[config.mk]
export PLATFORM = sky130hd
export DESIGN_NAME = image_pixel_packer_tap_streams
export DESIGN_NICKNAME = d
export VERILOG_FILES = /design/src/rtl/pixel_packer_pkg.sv /design/src/rtl/pixel_word_packer.sv /design/src/rtl/image_pixel_packer_tap_streams.sv
export SDC_FILE = /design/constraint.sdc
export NUM_CORES = 1
export LEC_CHECK = 0
export BUFFER_PORTS_ARGS = -buffer_cell sky130_fd_sc_hd__buf_4
export CORE_ASPECT_RATIO = 0.9
export CORE_MARGIN = 2
export CORE_UTILIZATION = 55
export DETAILED_ROUTE_END_ITERATION = 10
export PLACE_DENSITY = 0.87
export REMOVE_ABC_BUFFERS = 1
export SYNTH_ARGS = -nofsm -noshare
export SYNTH_HDL_FRONTEND = slang
export SYNTH_SLANG_ARGS = --single-unit
[constraint.sdc]
create_clock -name mclk -period 14.78 [get_ports mclk]
set_input_delay 0.739 -clock mclk [delete_from_list [all_inputs] [get_ports mclk]]
set_output_delay 0.739 -clock mclk [all_outputs]
set_load 0.01 [all_outputs]
[src/rtl/pixel_packer_pkg.sv]
// Shared constants, layouts and carrier types for the pixel packer
package pixel_packer_pkg;
  localparam int LINK_WORD_BITS = 32;
  localparam int ACC_BITS       = 48;
  localparam int PIXEL_BITS     = 16;
  localparam int STREAM_COUNT   = 2;
  // Supported dense packing widths
  localparam logic [4:0] PACK_W8  = 5'h08;
  localparam logic [4:0] PACK_W10 = 5'h0a;
  localparam logic [4:0] PACK_W12 = 5'h0c;
  localparam logic [4:0] PACK_W14 = 5'h0e;
  localparam logic [4:0] PACK_W16 = 5'h10;
  // Tap geometry code field positions
  localparam int TAP_INDEX_LSB  = 12;
  localparam int TAP_RSVD_LSB   = 10;
  localparam int ZONE_COUNT_LSB = 6;
  localparam int LINE_GROUP_LSB = 2;
  localparam int EXTRACTOR_LSB  = 0;
  // Field values, N-1 coded
  localparam logic [3:0] FIELD_ONE     = 4'h0;
  localparam logic [3:0] FIELD_TWO     = 4'h1;
  localparam logic [1:0] EXTRACT_TOP   = 2'h0;
  localparam logic [1:0] EXTRACT_EDGES = 2'h1;
  localparam logic [15:0] TAP_GEOMETRY_CODE_RESET   = 16'h0000;
  localparam logic [23:0] WPL_RESET    = 24'h000000;

  typedef enum logic [1:0] {
    single_tap_layout    = 2'h0,
    two_line_tap_layout  = 2'h1,
    two_zone_edge_layout = 2'h2
  } tap_layout_t;

  typedef enum logic [1:0] {
    PACKING  = 2'b00,
    FLUSHING = 2'b01
  } pack_state_t;

  typedef struct packed {
    logic [PIXEL_BITS-1:0] data;      // Right-justified raw value
    logic                  lineEnd;   // Last pixel of the line
    logic                  tap;       // Source tap or image index
  } pixel_in_t;

  typedef struct packed {
    logic [LINK_WORD_BITS-1:0] data;
    logic                      last;  // Final word of a line
  } link_word_t;
endpackage : pixel_packer_pkg

[src/rtl/pixel_word_packer.sv]
// Dense packer of one stream's pixels into 32-bit link words
`timescale 1ns/1ps
`default_nettype none
module pixel_word_packer (
  input  wire logic                      mclk,
  input  wire logic                      reset,
  input  wire logic [4:0]                pixelBits,
  input  wire logic [23:0]               wordsPerLine,
  input  wire pixel_packer_pkg::pixel_in_t pixelIn,
  input  wire logic                      pixelValid,
  output logic                           pixelReady,
  output var pixel_packer_pkg::link_word_t wordOut,
  output logic                           wordValid,
  input  wire logic                      wordReady
);
  import pixel_packer_pkg::*;

  // Smallest supported width at or above a raw pixel width
  function automatic logic [4:0] packWidthOf(input logic [4:0] bits);
    if (bits <= PACK_W8) return PACK_W8;
    else if (bits <= PACK_W10) return PACK_W10;
    else if (bits <= PACK_W12) return PACK_W12;
    else if (bits <= PACK_W14) return PACK_W14;
    else return PACK_W16;
  endfunction : packWidthOf

  logic [ACC_BITS-1:0]   acc;
  logic [5:0]            fill;
  pack_state_t           state;
  logic [4:0]            packW;
  logic [15:0]           aligned;
  logic [15:0]           lowMask;
  logic [ACC_BITS-1:0]   sum;
  logic [5:0]            newFill;
  logic                  take;
  logic                  canLoad;
  logic                  emit;
  logic                  emitLast;
  logic [LINK_WORD_BITS-1:0] emitData;
  logic [ACC_BITS-1:0]   next_acc;
  logic [5:0]            next_fill;
  pack_state_t           next_state;
  logic [23:0]           lineWordCount;

  assign packW   = packWidthOf(pixelBits);
  assign lowMask = 16'hffff >> (5'h10 - (packW - pixelBits));
  // Raw value MSB-aligned into the packing width, low bits left zero
  assign aligned = (pixelIn.data & (16'hffff >> (5'h10 - pixelBits))) << (packW - pixelBits);
  assign canLoad = !wordValid || wordReady;
  // Ready waits on the link so nothing is dropped under back-pressure
  assign pixelReady = (state == PACKING) && canLoad;
  assign take    = pixelValid && pixelReady;
  // Next value lands just above the filled bits, in arrival order
  assign sum     = acc | (ACC_BITS'(aligned) << fill);
  assign newFill = fill + 6'(packW);

  // Packing decisions
  always_comb begin
    emit       = 1'b0;
    emitLast   = 1'b0;
    emitData   = acc[LINK_WORD_BITS-1:0];
    next_acc   = acc;
    next_fill  = fill;
    next_state = state;
    unique case (state)
      PACKING: begin
        if (take) begin
          if (newFill >= 6'(LINK_WORD_BITS)) begin
            emit      = 1'b1;
            emitData  = sum[LINK_WORD_BITS-1:0];
            emitLast  = pixelIn.lineEnd && (newFill == 6'(LINK_WORD_BITS));
            next_acc  = sum >> LINK_WORD_BITS;
            next_fill = newFill - 6'(LINK_WORD_BITS);
            if (pixelIn.lineEnd && newFill != 6'(LINK_WORD_BITS)) begin
              next_state = FLUSHING;
            end
          end else if (pixelIn.lineEnd) begin
            // Short final word: bits above fill are already zero
            emit      = 1'b1;
            emitData  = sum[LINK_WORD_BITS-1:0];
            emitLast  = 1'b1;
            next_acc  = '0;
            next_fill = 6'h00;
          end else begin
            next_acc  = sum;
            next_fill = newFill;
          end
        end
      end
      FLUSHING: begin
        // Leftover bits of the line go out padded, never shared with the next line
        if (canLoad) begin
          emit       = 1'b1;
          emitLast   = 1'b1;
          next_acc   = '0;
          next_fill  = 6'h00;
          next_state = PACKING;
        end
      end
      default: next_state = PACKING;
    endcase
  end

  // Accumulator and state
  always_ff @(posedge mclk) begin
    if (reset) begin
      acc   <= '0;
      fill  <= 6'h00;
      state <= PACKING;
    end else begin
      acc   <= next_acc;
      fill  <= next_fill;
      state <= next_state;
    end
  end

  // Output word register, held while the link stalls
  always_ff @(posedge mclk) begin
    if (reset) begin
      wordValid <= 1'b0;
      wordOut   <= '0;
    end else if (emit) begin
      wordValid    <= 1'b1;
      wordOut.data <= emitData;
      wordOut.last <= emitLast;
    end else if (wordReady) begin
      wordValid <= 1'b0;
    end
  end

  // Words handed over in the current line, for checking the announced count
  always_ff @(posedge mclk) begin
    if (reset) begin
      lineWordCount <= 24'h000000;
    end else if (wordValid && wordReady) begin
      lineWordCount <= wordOut.last ? 24'h000000 : lineWordCount + 24'h000001;
    end
  end

  line_fresh_a: assert property (@(posedge mclk) disable iff (reset)
    wordValid && wordOut.last |-> fill == 6'h00 && state == PACKING)
    else $error("Line end left bits in the accumulator");
  flush_pad_a: assert property (@(posedge mclk) disable iff (reset)
    state == FLUSHING |-> fill < 6'h10 && (acc >> fill) == '0)
    else $error("Unused bits of final word not zero");
  fill_step_a: assert property (@(posedge mclk) disable iff (reset)
    take && !pixelIn.lineEnd && newFill < 6'h20 |=> fill == $past(newFill))
    else $error("Fill did not advance by the packing width");
  msb_align_a: assert property (@(posedge mclk) disable iff (reset)
    take |-> (aligned & lowMask) == 16'h0000 || packW == pixelBits)
    else $error("Padded pixel has nonzero low bits");
  stall_hold_a: assert property (@(posedge mclk) disable iff (reset)
    wordValid && !wordReady |=> wordValid && $stable(wordOut) && !$past(take))
    else $error("Word changed or pixel taken under back-pressure");
  line_count_a: assert property (@(posedge mclk) disable iff (reset)
    wordValid && wordReady && wordOut.last |-> lineWordCount + 24'h000001 == wordsPerLine)
    else $error("Packed words per line differ from announced count");
  flush_seen_c: cover property (@(posedge mclk) disable iff (reset) state == FLUSHING ##1 state == PACKING);
  stall_seen_c: cover property (@(posedge mclk) disable iff (reset) wordValid && !wordReady ##1 wordValid && wordReady);
  short_end_c: cover property (@(posedge mclk) disable iff (reset) take && pixelIn.lineEnd && newFill < 6'h20);
endmodule : pixel_word_packer
`default_nettype wire

[src/rtl/image_pixel_packer_tap_streams.sv]
// Top of the pixel packer: tap routing, tap geometry codes and per-stream packers
`timescale 1ns/1ps
`default_nettype none
module image_pixel_packer_tap_streams (
  input  wire logic                          mclk,
  input  wire logic                          reset,
  input  wire pixel_packer_pkg::tap_layout_t tapLayout,
  input  wire logic [4:0]                    pixelBits,
  input  wire logic [23:0]                   pixelsPerLine,
  input  wire pixel_packer_pkg::pixel_in_t   pixelIn,
  input  wire logic                          pixelValid,
  output logic                               pixelReady,
  output var pixel_packer_pkg::link_word_t   streamWord [2],
  output logic [1:0]                         streamValid,
  input  wire logic [1:0]                    streamReady,
  output logic [15:0]                        tap_geometry_code [2],
  output logic [31:0]                        tapHeaderHighWord [2],
  output logic [31:0]                        tapHeaderLowWord [2],
  output logic [23:0]                        words_per_line
);
  import pixel_packer_pkg::*;

  // Same width mapping the packers use, needed for the word count
  function automatic logic [4:0] packWidthOf(input logic [4:0] bits);
    if (bits <= PACK_W8) return PACK_W8;
    else if (bits <= PACK_W10) return PACK_W10;
    else if (bits <= PACK_W12) return PACK_W12;
    else if (bits <= PACK_W14) return PACK_W14;
    else return PACK_W16;
  endfunction : packWidthOf

  // Tap geometry code from layout and the stream's tap number
  function automatic logic [15:0] tapCodeOf(input tap_layout_t layout, input logic tapNum);
    logic [3:0] stream_tap_index;
    logic [3:0] vertical_zone_count;
    logic [3:0] vertical_line_group;
    logic [1:0] extractor_placement;
    stream_tap_index    = (layout == single_tap_layout) ? FIELD_ONE : {3'h0, tapNum};
    vertical_zone_count = (layout == two_zone_edge_layout) ? FIELD_TWO : FIELD_ONE;
    vertical_line_group = (layout == two_line_tap_layout) ? FIELD_TWO : FIELD_ONE;
    extractor_placement = (layout == two_zone_edge_layout) ? EXTRACT_EDGES : EXTRACT_TOP;
    return (16'(stream_tap_index) << TAP_INDEX_LSB) | (16'(vertical_zone_count) << ZONE_COUNT_LSB)
         | (16'(vertical_line_group) << LINE_GROUP_LSB) | (16'(extractor_placement) << EXTRACTOR_LSB);
  endfunction : tapCodeOf

  logic        routeTap;
  logic [1:0]  laneReady;
  logic [29:0] lineBits;

  // A single-tap setting sends everything to stream 0, whatever the source says
  assign routeTap   = (tapLayout == single_tap_layout) ? 1'b0 : pixelIn.tap;
  assign pixelReady = laneReady[routeTap];
  assign lineBits   = 30'(pixelsPerLine) * 30'(packWidthOf(pixelBits));

  // One independent packer per tap or image, each with its own line state
  for (genvar g = 0; g < STREAM_COUNT; g++) begin : gen_stream
    pixel_word_packer packer (
      .mclk         (mclk),
      .reset        (reset),
      .pixelBits    (pixelBits),
      .wordsPerLine (words_per_line),
      .pixelIn      (pixelIn),
      .pixelValid   (pixelValid && routeTap == 1'(g)),
      .pixelReady   (laneReady[g]),
      .wordOut      (streamWord[g]),
      .wordValid    (streamValid[g]),
      .wordReady    (streamReady[g])
    );

    // Code for this stream held in a net, since a function result cannot be sliced
    logic [15:0] codeNow;
    assign codeNow = tapCodeOf(tapLayout, 1'(g));

    // Header fields registered per stream; bytes repeated across four lanes
    always_ff @(posedge mclk) begin
      if (reset) begin
        tap_geometry_code[g] <= TAP_GEOMETRY_CODE_RESET;
        tapHeaderHighWord[g] <= {4{TAP_GEOMETRY_CODE_RESET[15:8]}};
        tapHeaderLowWord[g]  <= {4{TAP_GEOMETRY_CODE_RESET[7:0]}};
      end else begin
        tap_geometry_code[g] <= codeNow;
        tapHeaderHighWord[g] <= {4{codeNow[15:8]}};
        tapHeaderLowWord[g]  <= {4{codeNow[7:0]}};
      end
    end
  end

  // Announced words per line, rounded up to whole words
  always_ff @(posedge mclk) begin
    if (reset) begin
      words_per_line <= WPL_RESET;
    end else begin
      words_per_line <= 24'((lineBits + 30'h1f) >> 5);
    end
  end

  code_values_a: assert property (@(posedge mclk) disable iff (reset)
    ##1 $past(tapLayout) == two_zone_edge_layout && !$past(reset)
    |-> tap_geometry_code[0] == 16'h0041 && tap_geometry_code[1] == 16'h1041)
    else $error("Two-zone edge codes wrong");
  code_line_a: assert property (@(posedge mclk) disable iff (reset)
    ##1 $past(tapLayout) == two_line_tap_layout && !$past(reset)
    |-> tap_geometry_code[0] == 16'h0004 && tap_geometry_code[1] == 16'h1004)
    else $error("Two-line codes wrong");
  code_single_a: assert property (@(posedge mclk) disable iff (reset)
    ##1 $past(tapLayout) == single_tap_layout && !$past(reset) |-> tap_geometry_code[0] == 16'h0000)
    else $error("Single tap code wrong");
  rsvd_bits_a: assert property (@(posedge mclk) disable iff (reset)
    tap_geometry_code[1][11:10] == 2'h0 && tap_geometry_code[0][15:13] == 3'h0)
    else $error("Reserved code bits set");
  header_bytes_a: assert property (@(posedge mclk) disable iff (reset)
    tapHeaderHighWord[1] == {4{tap_geometry_code[1][15:8]}} && tapHeaderLowWord[1][31:24] == tap_geometry_code[1][7:0])
    else $error("Header words do not match code");
  single_route_a: assert property (@(posedge mclk) disable iff (reset)
    tapLayout == single_tap_layout && !streamValid[1] |=> !streamValid[1])
    else $error("Single tap did not route to stream 0");
  both_taps_c: cover property (@(posedge mclk) disable iff (reset) streamValid == 2'b11);
  edge_layout_c: cover property (@(posedge mclk) disable iff (reset)
    tapLayout == two_zone_edge_layout && pixelValid && pixelReady && pixelIn.tap);
endmodule : image_pixel_packer_tap_streams
`default_nettype wire

; Yosys cells after proc, flatten, opt, wreduce, memory -nomap -nowiden
; Cells that the tools add are included.
[classes]
addsub = 7
mul = 1
magnitude_cmp = 7
n_eq_ne = 16
shifts = 4
n_mux = 68
bitwise = 9
reduce_logical = 25
[op_table]
columns = cell, count
row1 = $mux 48, 8
row2 = $mux 32, 8
row3 = $pmux 48 s2, 2
row4 = $or 48x48->48, 2
row5 = $shl 16x6->48, 2
row6 = $mux 6, 8
row7 = $add 29x5->29 const B, 1
row8 = $mul 24x5->29, 1
row9 = $pmux 6 s2, 2
row10 = $mux 1, 22
row11 = $le 5x4->1 const B, 4
row12 = $mux 5, 4
row13 = $and 16x16->16, 1
row14 = $mux 2, 8
row15 = $shl 16x5->16, 1
row16 = $shr 16x5->16 const A, 1
row17 = $or 13x1->13, 1
row18 = $or 13x3->13, 1
row19 = $or 13x7->13, 1
row20 = $add 6x5->6, 2
row21 = $eq 6x6->1 const B, 2
row22 = $ge 6x6->1 const B, 2
row23 = $ne 6x6->1 const B, 2
row24 = $sub 6x6->6 const B, 2
row25 = 19 further kinds, 49
[totals]
reg_bits = 364
out_inout_bits = 253
wordCells = 156

; Depth between registers and ports, before layout
[logic_depth]
word_depth = 13
depth_mapped = 24

; Cells and area by module
; From an unflattened synthesis, not the netlist that was laid out.
[hier_totals]
hier_cells = 2539
hier_area_um2 = 19600.0
[by_module_without_submodules]
columns = module, instances, cells_each, area_per_inst_um2, seq_area_each_um2
row1 = pixel_word_packer, 2, 945, 7065.5, 1761.7
row2 = image_pixel_packer_tap_streams, 1, 649, 5469.0, 540.5

; Least setup slack after synthesis
; No wires, ideal clock.
[synth_path]
path_type = input to register
from = input pixelBits[0]
to = register words_per_line[23]
t_arrival_ns = 5.632
required_ns = 14.659
slack_ns = 9.028
cell_stages = 22
n_path_buf = 3
cell_sequence = buf_4 -> inv_1 -> clkbuf_1 -> ha_1 -> nor2_1 -> mux2i_1 -> nor2_1 -> clkbuf_1 -> and2_1 -> fa_1 -> fa_1 -> ha_1 -> ha_1 -> and3_1 -> a221oi_1 -> o221a_2 -> o31a_1 -> o211ai_1 -> a31oi_1 -> a21oi_1 -> a21oi_1 -> mux2_2
[synth_via]
elab_chain_cells = 7
[synth_rtl]
columns = item, line
row1 = start: declaration, image_pixel_packer_tap_streams.sv:8  ; input wire logic [4:0] pixelBits,
row2 = $le 5x4->1, image_pixel_packer_tap_streams.sv:28  ; else if (bits <= PACK_W14) return PACK_W14;
row3 = $mux 5, image_pixel_packer_tap_streams.sv:28
row4 = $mux 5, image_pixel_packer_tap_streams.sv:27  ; else if (bits <= PACK_W12) return PACK_W12;
row5 = $mux 5, image_pixel_packer_tap_streams.sv:26  ; else if (bits <= PACK_W10) return PACK_W10;
row6 = $mux 5 (*), image_pixel_packer_tap_streams.sv:25  ; if (bits <= PACK_W8) return PACK_W8;
row7 = $mul 24x5->29 (*), image_pixel_packer_tap_streams.sv:53  ; assign lineBits = 30'(pixelsPerLine) * 30'(packWidthOf(pixelBits));
row8 = $add 29x5->29 (*), image_pixel_packer_tap_streams.sv:93  ; words_per_line <= 24'((lineBits + 30'h1f) >> 5);
row9 = end signal: assignment, image_pixel_packer_tap_streams.sv:93
row10 = end: declaration, image_pixel_packer_tap_streams.sv:19  ; output logic [23:0] words_per_line
; Every way passes the cells marked *; elsewhere a longest branch is shown, timed or not.
; A chain may end at the register's enable or synchronous reset.

; Final worst setup path
[layout_path]
from = input pixelBits[0]
to = register gen_stream[0].packer.wordOut[32] (netlist bit)
[layout_via]
elab_chain_cells = 13
[layout_rtl]
columns = item, line
row1 = $le 5x4->1, pixel_word_packer.sv:23  ; else if (bits <= PACK_W14) return PACK_W14;
row2 = $mux 5, pixel_word_packer.sv:23
row3 = $mux 5, pixel_word_packer.sv:22  ; else if (bits <= PACK_W12) return PACK_W12;
row4 = $mux 5, pixel_word_packer.sv:21  ; else if (bits <= PACK_W10) return PACK_W10;
row5 = $mux 5, pixel_word_packer.sv:20  ; if (bits <= PACK_W8) return PACK_W8;
row6 = $sub 5x5->5, --
row7 = $shl 16x5->16, pixel_word_packer.sv:48  ; assign aligned = (pixelIn.data & (16'hffff >> (5'h10 - pixelBits))) << (packW - pixelBits);
row8 = $shl 16x6->48, pixel_word_packer.sv:54  ; assign sum = acc | (ACC_BITS'(aligned) << fill);
row9 = $or 48x48->48, pixel_word_packer.sv:54
row10 = $mux 32, pixel_word_packer.sv:77  ; end else if (pixelIn.lineEnd) begin
row11 = $mux 32, pixel_word_packer.sv:68  ; if (newFill >= 6'(LINK_WORD_BITS)) begin
row12 = $mux 32, pixel_word_packer.sv:67  ; if (take) begin
row13 = $mux 32, pixel_word_packer.sv:65  ; unique case (state)
row14 = end: declaration, pixel_word_packer.sv:12  ; output var pixel_packer_pkg::link_word_t wordOut,
; Parallel ways exist; a longest one is shown, timed or not.

==> summary.md <==
| Metric | Value |
|---|---|
| Tmin final | about 6 ns |
| Crit. path cell count | 17 |
| Crit. End Element | flip-flop |
| Status | finished, final reports clean |
| Mean post-synth cell area | 8.01 sq um |
| Max Cap Violations | 0 |
| Min Hold Slack | 0.373 ns |
| Die W | 186 um |
| Input/output buffers | 181 |
| Num CTS Buffers | 24 |
| CP arrival | 6.58 ns |
| Ys flop type | dfxtp_1 |
| Power Density | about 95 nW/um^2 |
| Peak supply drop | 0.0815 mV |
| CTS Hold Bufs | 0 |
| Post-synth top area cell | dfxtp_1 |
| DR WL/cell | 21.7 um |
| Post-synth EDFFs | 0 |
| Share of layout cells above drive strength 1 | around 14% |
| DR WL met3 | 7.63 mm |
| Pleak | 7.43 nW |
| Endpoints failing setup | 0 |
| Top-area cell type share of the netlist area | 24.9% |
| Die Y | 167 um |
| Fin. max-slew vios | 0 |
| Sequence of cells on the critical path | buf_4 > inv_1 > ha_1 > nand2b_1 > nor4b_4 > buf_4 > inv_1 > fa_1 > clkinv_1 > a311oi_1 > nor4_1 > o311ai_1 > nand2_1 > mux4_2 > mux2_4 > a311oi_1 > nor3_1 |
| CTS clk-pin slew, worst paths | 0.06 ns |
| Synth unique cells | between 90 and 100 |
| YS warnings | 0 |
| Largest net degree at the start of global routing | 67 |
| Most frequent cells in the layout | buf_4, dfxtp_1, nor2_1 |
| Final hold viol count | 0 |
| Top cells by area, synth | dfxtp_1, buf_4, fa_1, ha_1, nor2_1 |
| Diode count | 0 |
| CTS sink cnt | 203 |
| Post-Layout Cell Count | between 2,000 and 3,000 |
| Max stage delay cell, worst path | fa_1 |
| Vias per inst | 6.50 |
| Worst slew pin tran | around 1.3 ns |
| 1st-pass router iterations | 6 |
| I/O Pins | 307 |
| Critical path buffers and inverters | 5 |
| Max frequency | approximately 160 MHz |
| Post-Syn Instances | 2,037 |
| WP data required | 15.18 ns |
| Initial Utilization | 56.1% |
| Skew-Pair Late Insertion Delay | 0.54 ns |
| CP Launch Type | input pin |
| CORE AREA | 29,100 sq um |
| # resized after CTS | 0 |
| Post-CTS setup buffers | 0 |
| Htree depth | 1 |
| Initial antenna violation count | 0 |
| 1st-iter DRT viols | 2,201 |
| Vias | 16,400 |
| Synthesized flop and latch total | 203 |
| Clk root buf | clkbuf_16 |
| DP Wirelength | about 39 mm |
| GR Overflow Total | 0 |
| Mapped cell area | 16,300 sq um |
| HP Class | input pin to flip-flop |
| Met1 wire length | roughly 22 mm |
| Routed Antenna Nets | 0 |
| Post-route setup TNS | 0 ns |
| Max Used Layer | met4 |
| Reg2Reg Depth | 11 |
| Nets@finish | 2,284 |
| Clock Skew | between 0.015 and 0.02 ns |
| Final period utilization | 41.8% |
| Final routed DRC violation total | 0 |
| Placed cell count | 2,483 |
| CTS tree | done |
| First-pass GRT wire length | 84.5 mm |
| Row cnt | 59 |
| Routed met2 length | 23.3 mm |
| Gpl congestion | 1.06 |
| Slew headroom | 9.33% |
| Die area | 31,100 sq um |
| Ys async rst share | 0% |
| All-layer global routing usage | 34.0% |
| Post-synthesis sequential area ratio | 24.9% |
| Commonest non-fill, non-tap cell in the layout | buf_4 |
| Unrepaired setup endpoints after global routing | no |
| Vias in the first global route | between 15,000 and 20,000 |
| Critical path's largest stage delay | 0.84 ns |
| CP Class | input pin to flip-flop |
| Critical-path maximum fanout | 40 |
| Drt total wl | 54.7 mm |
| Syn-to-layout area delta | 10.7% |
| CP top delay family | buffers and inverters |
| Maximum buffer depth of the clock tree | 3 |
| Cells on Worst Hold Path | 2 |
## through the flow
step	setup slack (ns)	utilization [%]	instance area, sq um	power, mW
2_1_floorplan	8.81	-	15100	0.879
3_3_place_gp	8.36	59.1	17200	1.04
3_5_place_dp	8.14	59.1	17200	1.05
4_1_cts	8.68	62.1	18100	1.71
5_1_grt	8.15	62.1	18100	1.78
6_report	8.60	62.1	18100	1.71
## report_power, final
part | internal (mW) | total [mW] | switching, mW
logic | 0.169 | 0.463 | 0.293
registers | 0.575 | 0.591 | 0.0161
clock network | 0.403 | 0.660 | 0.257
total | 1.15 | 1.71 | 0.567
## cell usage after synthesis (all sizes together), types with 8 or more instances
cell	instances
a22o	12
nor2	193
nand4	12
o22ai	20
o31a	12
a32o	9
ha	68
mux4	12
nand2b	20
inv	66
and3	18
o21a	17
o31ai	20
a221oi	21
mux2i	12
a311oi	14
nor4	10
or3	11
nand3	35
fa	49
a22oi	18
and2	100
xnor2	20
a31oi	26
a21o	15
xor2	12
a21oi	142
o221ai	13
o21ai	89
clkbuf	108
a32oi	12
nor2b	21
o32ai	11
dfxtp	203
mux2	10
a211oi	61
nor3	72
nand2	152
buf	180
o211ai	18
a221o	10
a2111oi	11
o311ai	8
## worst paths after layout
kind / slack, ns / startpoint / endpoint
setup / recovery: 8.60 / pixelBits[0] / gen_stream[0].packer.wordOut[32]$_SDFFE_PP0P_
hold / removal: 0.37 / tapLayout[1] / tapHeaderLowWord[58]$_SDFF_PP0_
setup reg to reg: 9.83 / gen_stream[0].packer.fill[2]$_SDFFE_PP0P_ / gen_stream[0].packer.acc[26]$_SDFFE_PP0P_
hold reg to reg: 0.45 / gen_stream[1].packer.acc[46]$_SDFFE_PP0P_ / gen_stream[1].packer.acc[46]$_SDFFE_PP0P_
## worst register-to-register path: stages (launching register included)
cell and delay [ns]:
dfxtp_1 0.81, inv_1 0.57, fa_1 0.60, nor2b_1 0.16, o21a_1 0.22, o21ai_0 0.21
a21oi_1 0.50, buf_4 0.27, nand2_1 0.16, nor2_1 0.92, nor2_1 0.23, o22ai_1 0.22
## kinds of logic after synthesis
family | after synthesis | synth area share, %
AND/OR/NAND/NOR | 673 | 20.1
AO/OA/AOI/OAI | 621 | 26.8
flip-flops | 203 | 24.9
buffers and inverters | 356 | 12.0
other | 1 | 0.0230
multiplexers | 34 | 3.13
adder cells (fa/ha/maj) | 117 | 11.2
XOR/XNOR | 32 | 1.76
## flip-flops by register name, summed over array words and instances (netlist names)
signal,cells
gen_stream.packer.acc,96
tapHeaderLowWord,2
gen_stream.packer.fill,10
gen_stream.packer.wordOut,66
words_per_line,24
tapHeaderHighWord,1
gen_stream.packer.state,2
gen_stream.packer.wordValid,2
## routing by layer
metal | track usage, % | up-vias
met5 | 0 | -
met4 | 11.9 | 0
met3 | 9.29 | 189
met2 | 51.1 | 1233
met1 | 47.0 | 7703
li1 | - | 7302
## area by class of cell
cell class	count	area, sq um
Clock inverter	15	230
Fill cell	2563	11000
Tap cell	396	495
Multi-Input combinational cell	1602	10800
Clock buffer	29	649
Timing Repair Buffer	214	1610
Sequential cell	203	4060
Inverter	68	255
Note: power is estimated with default switching activity, not from simulation.
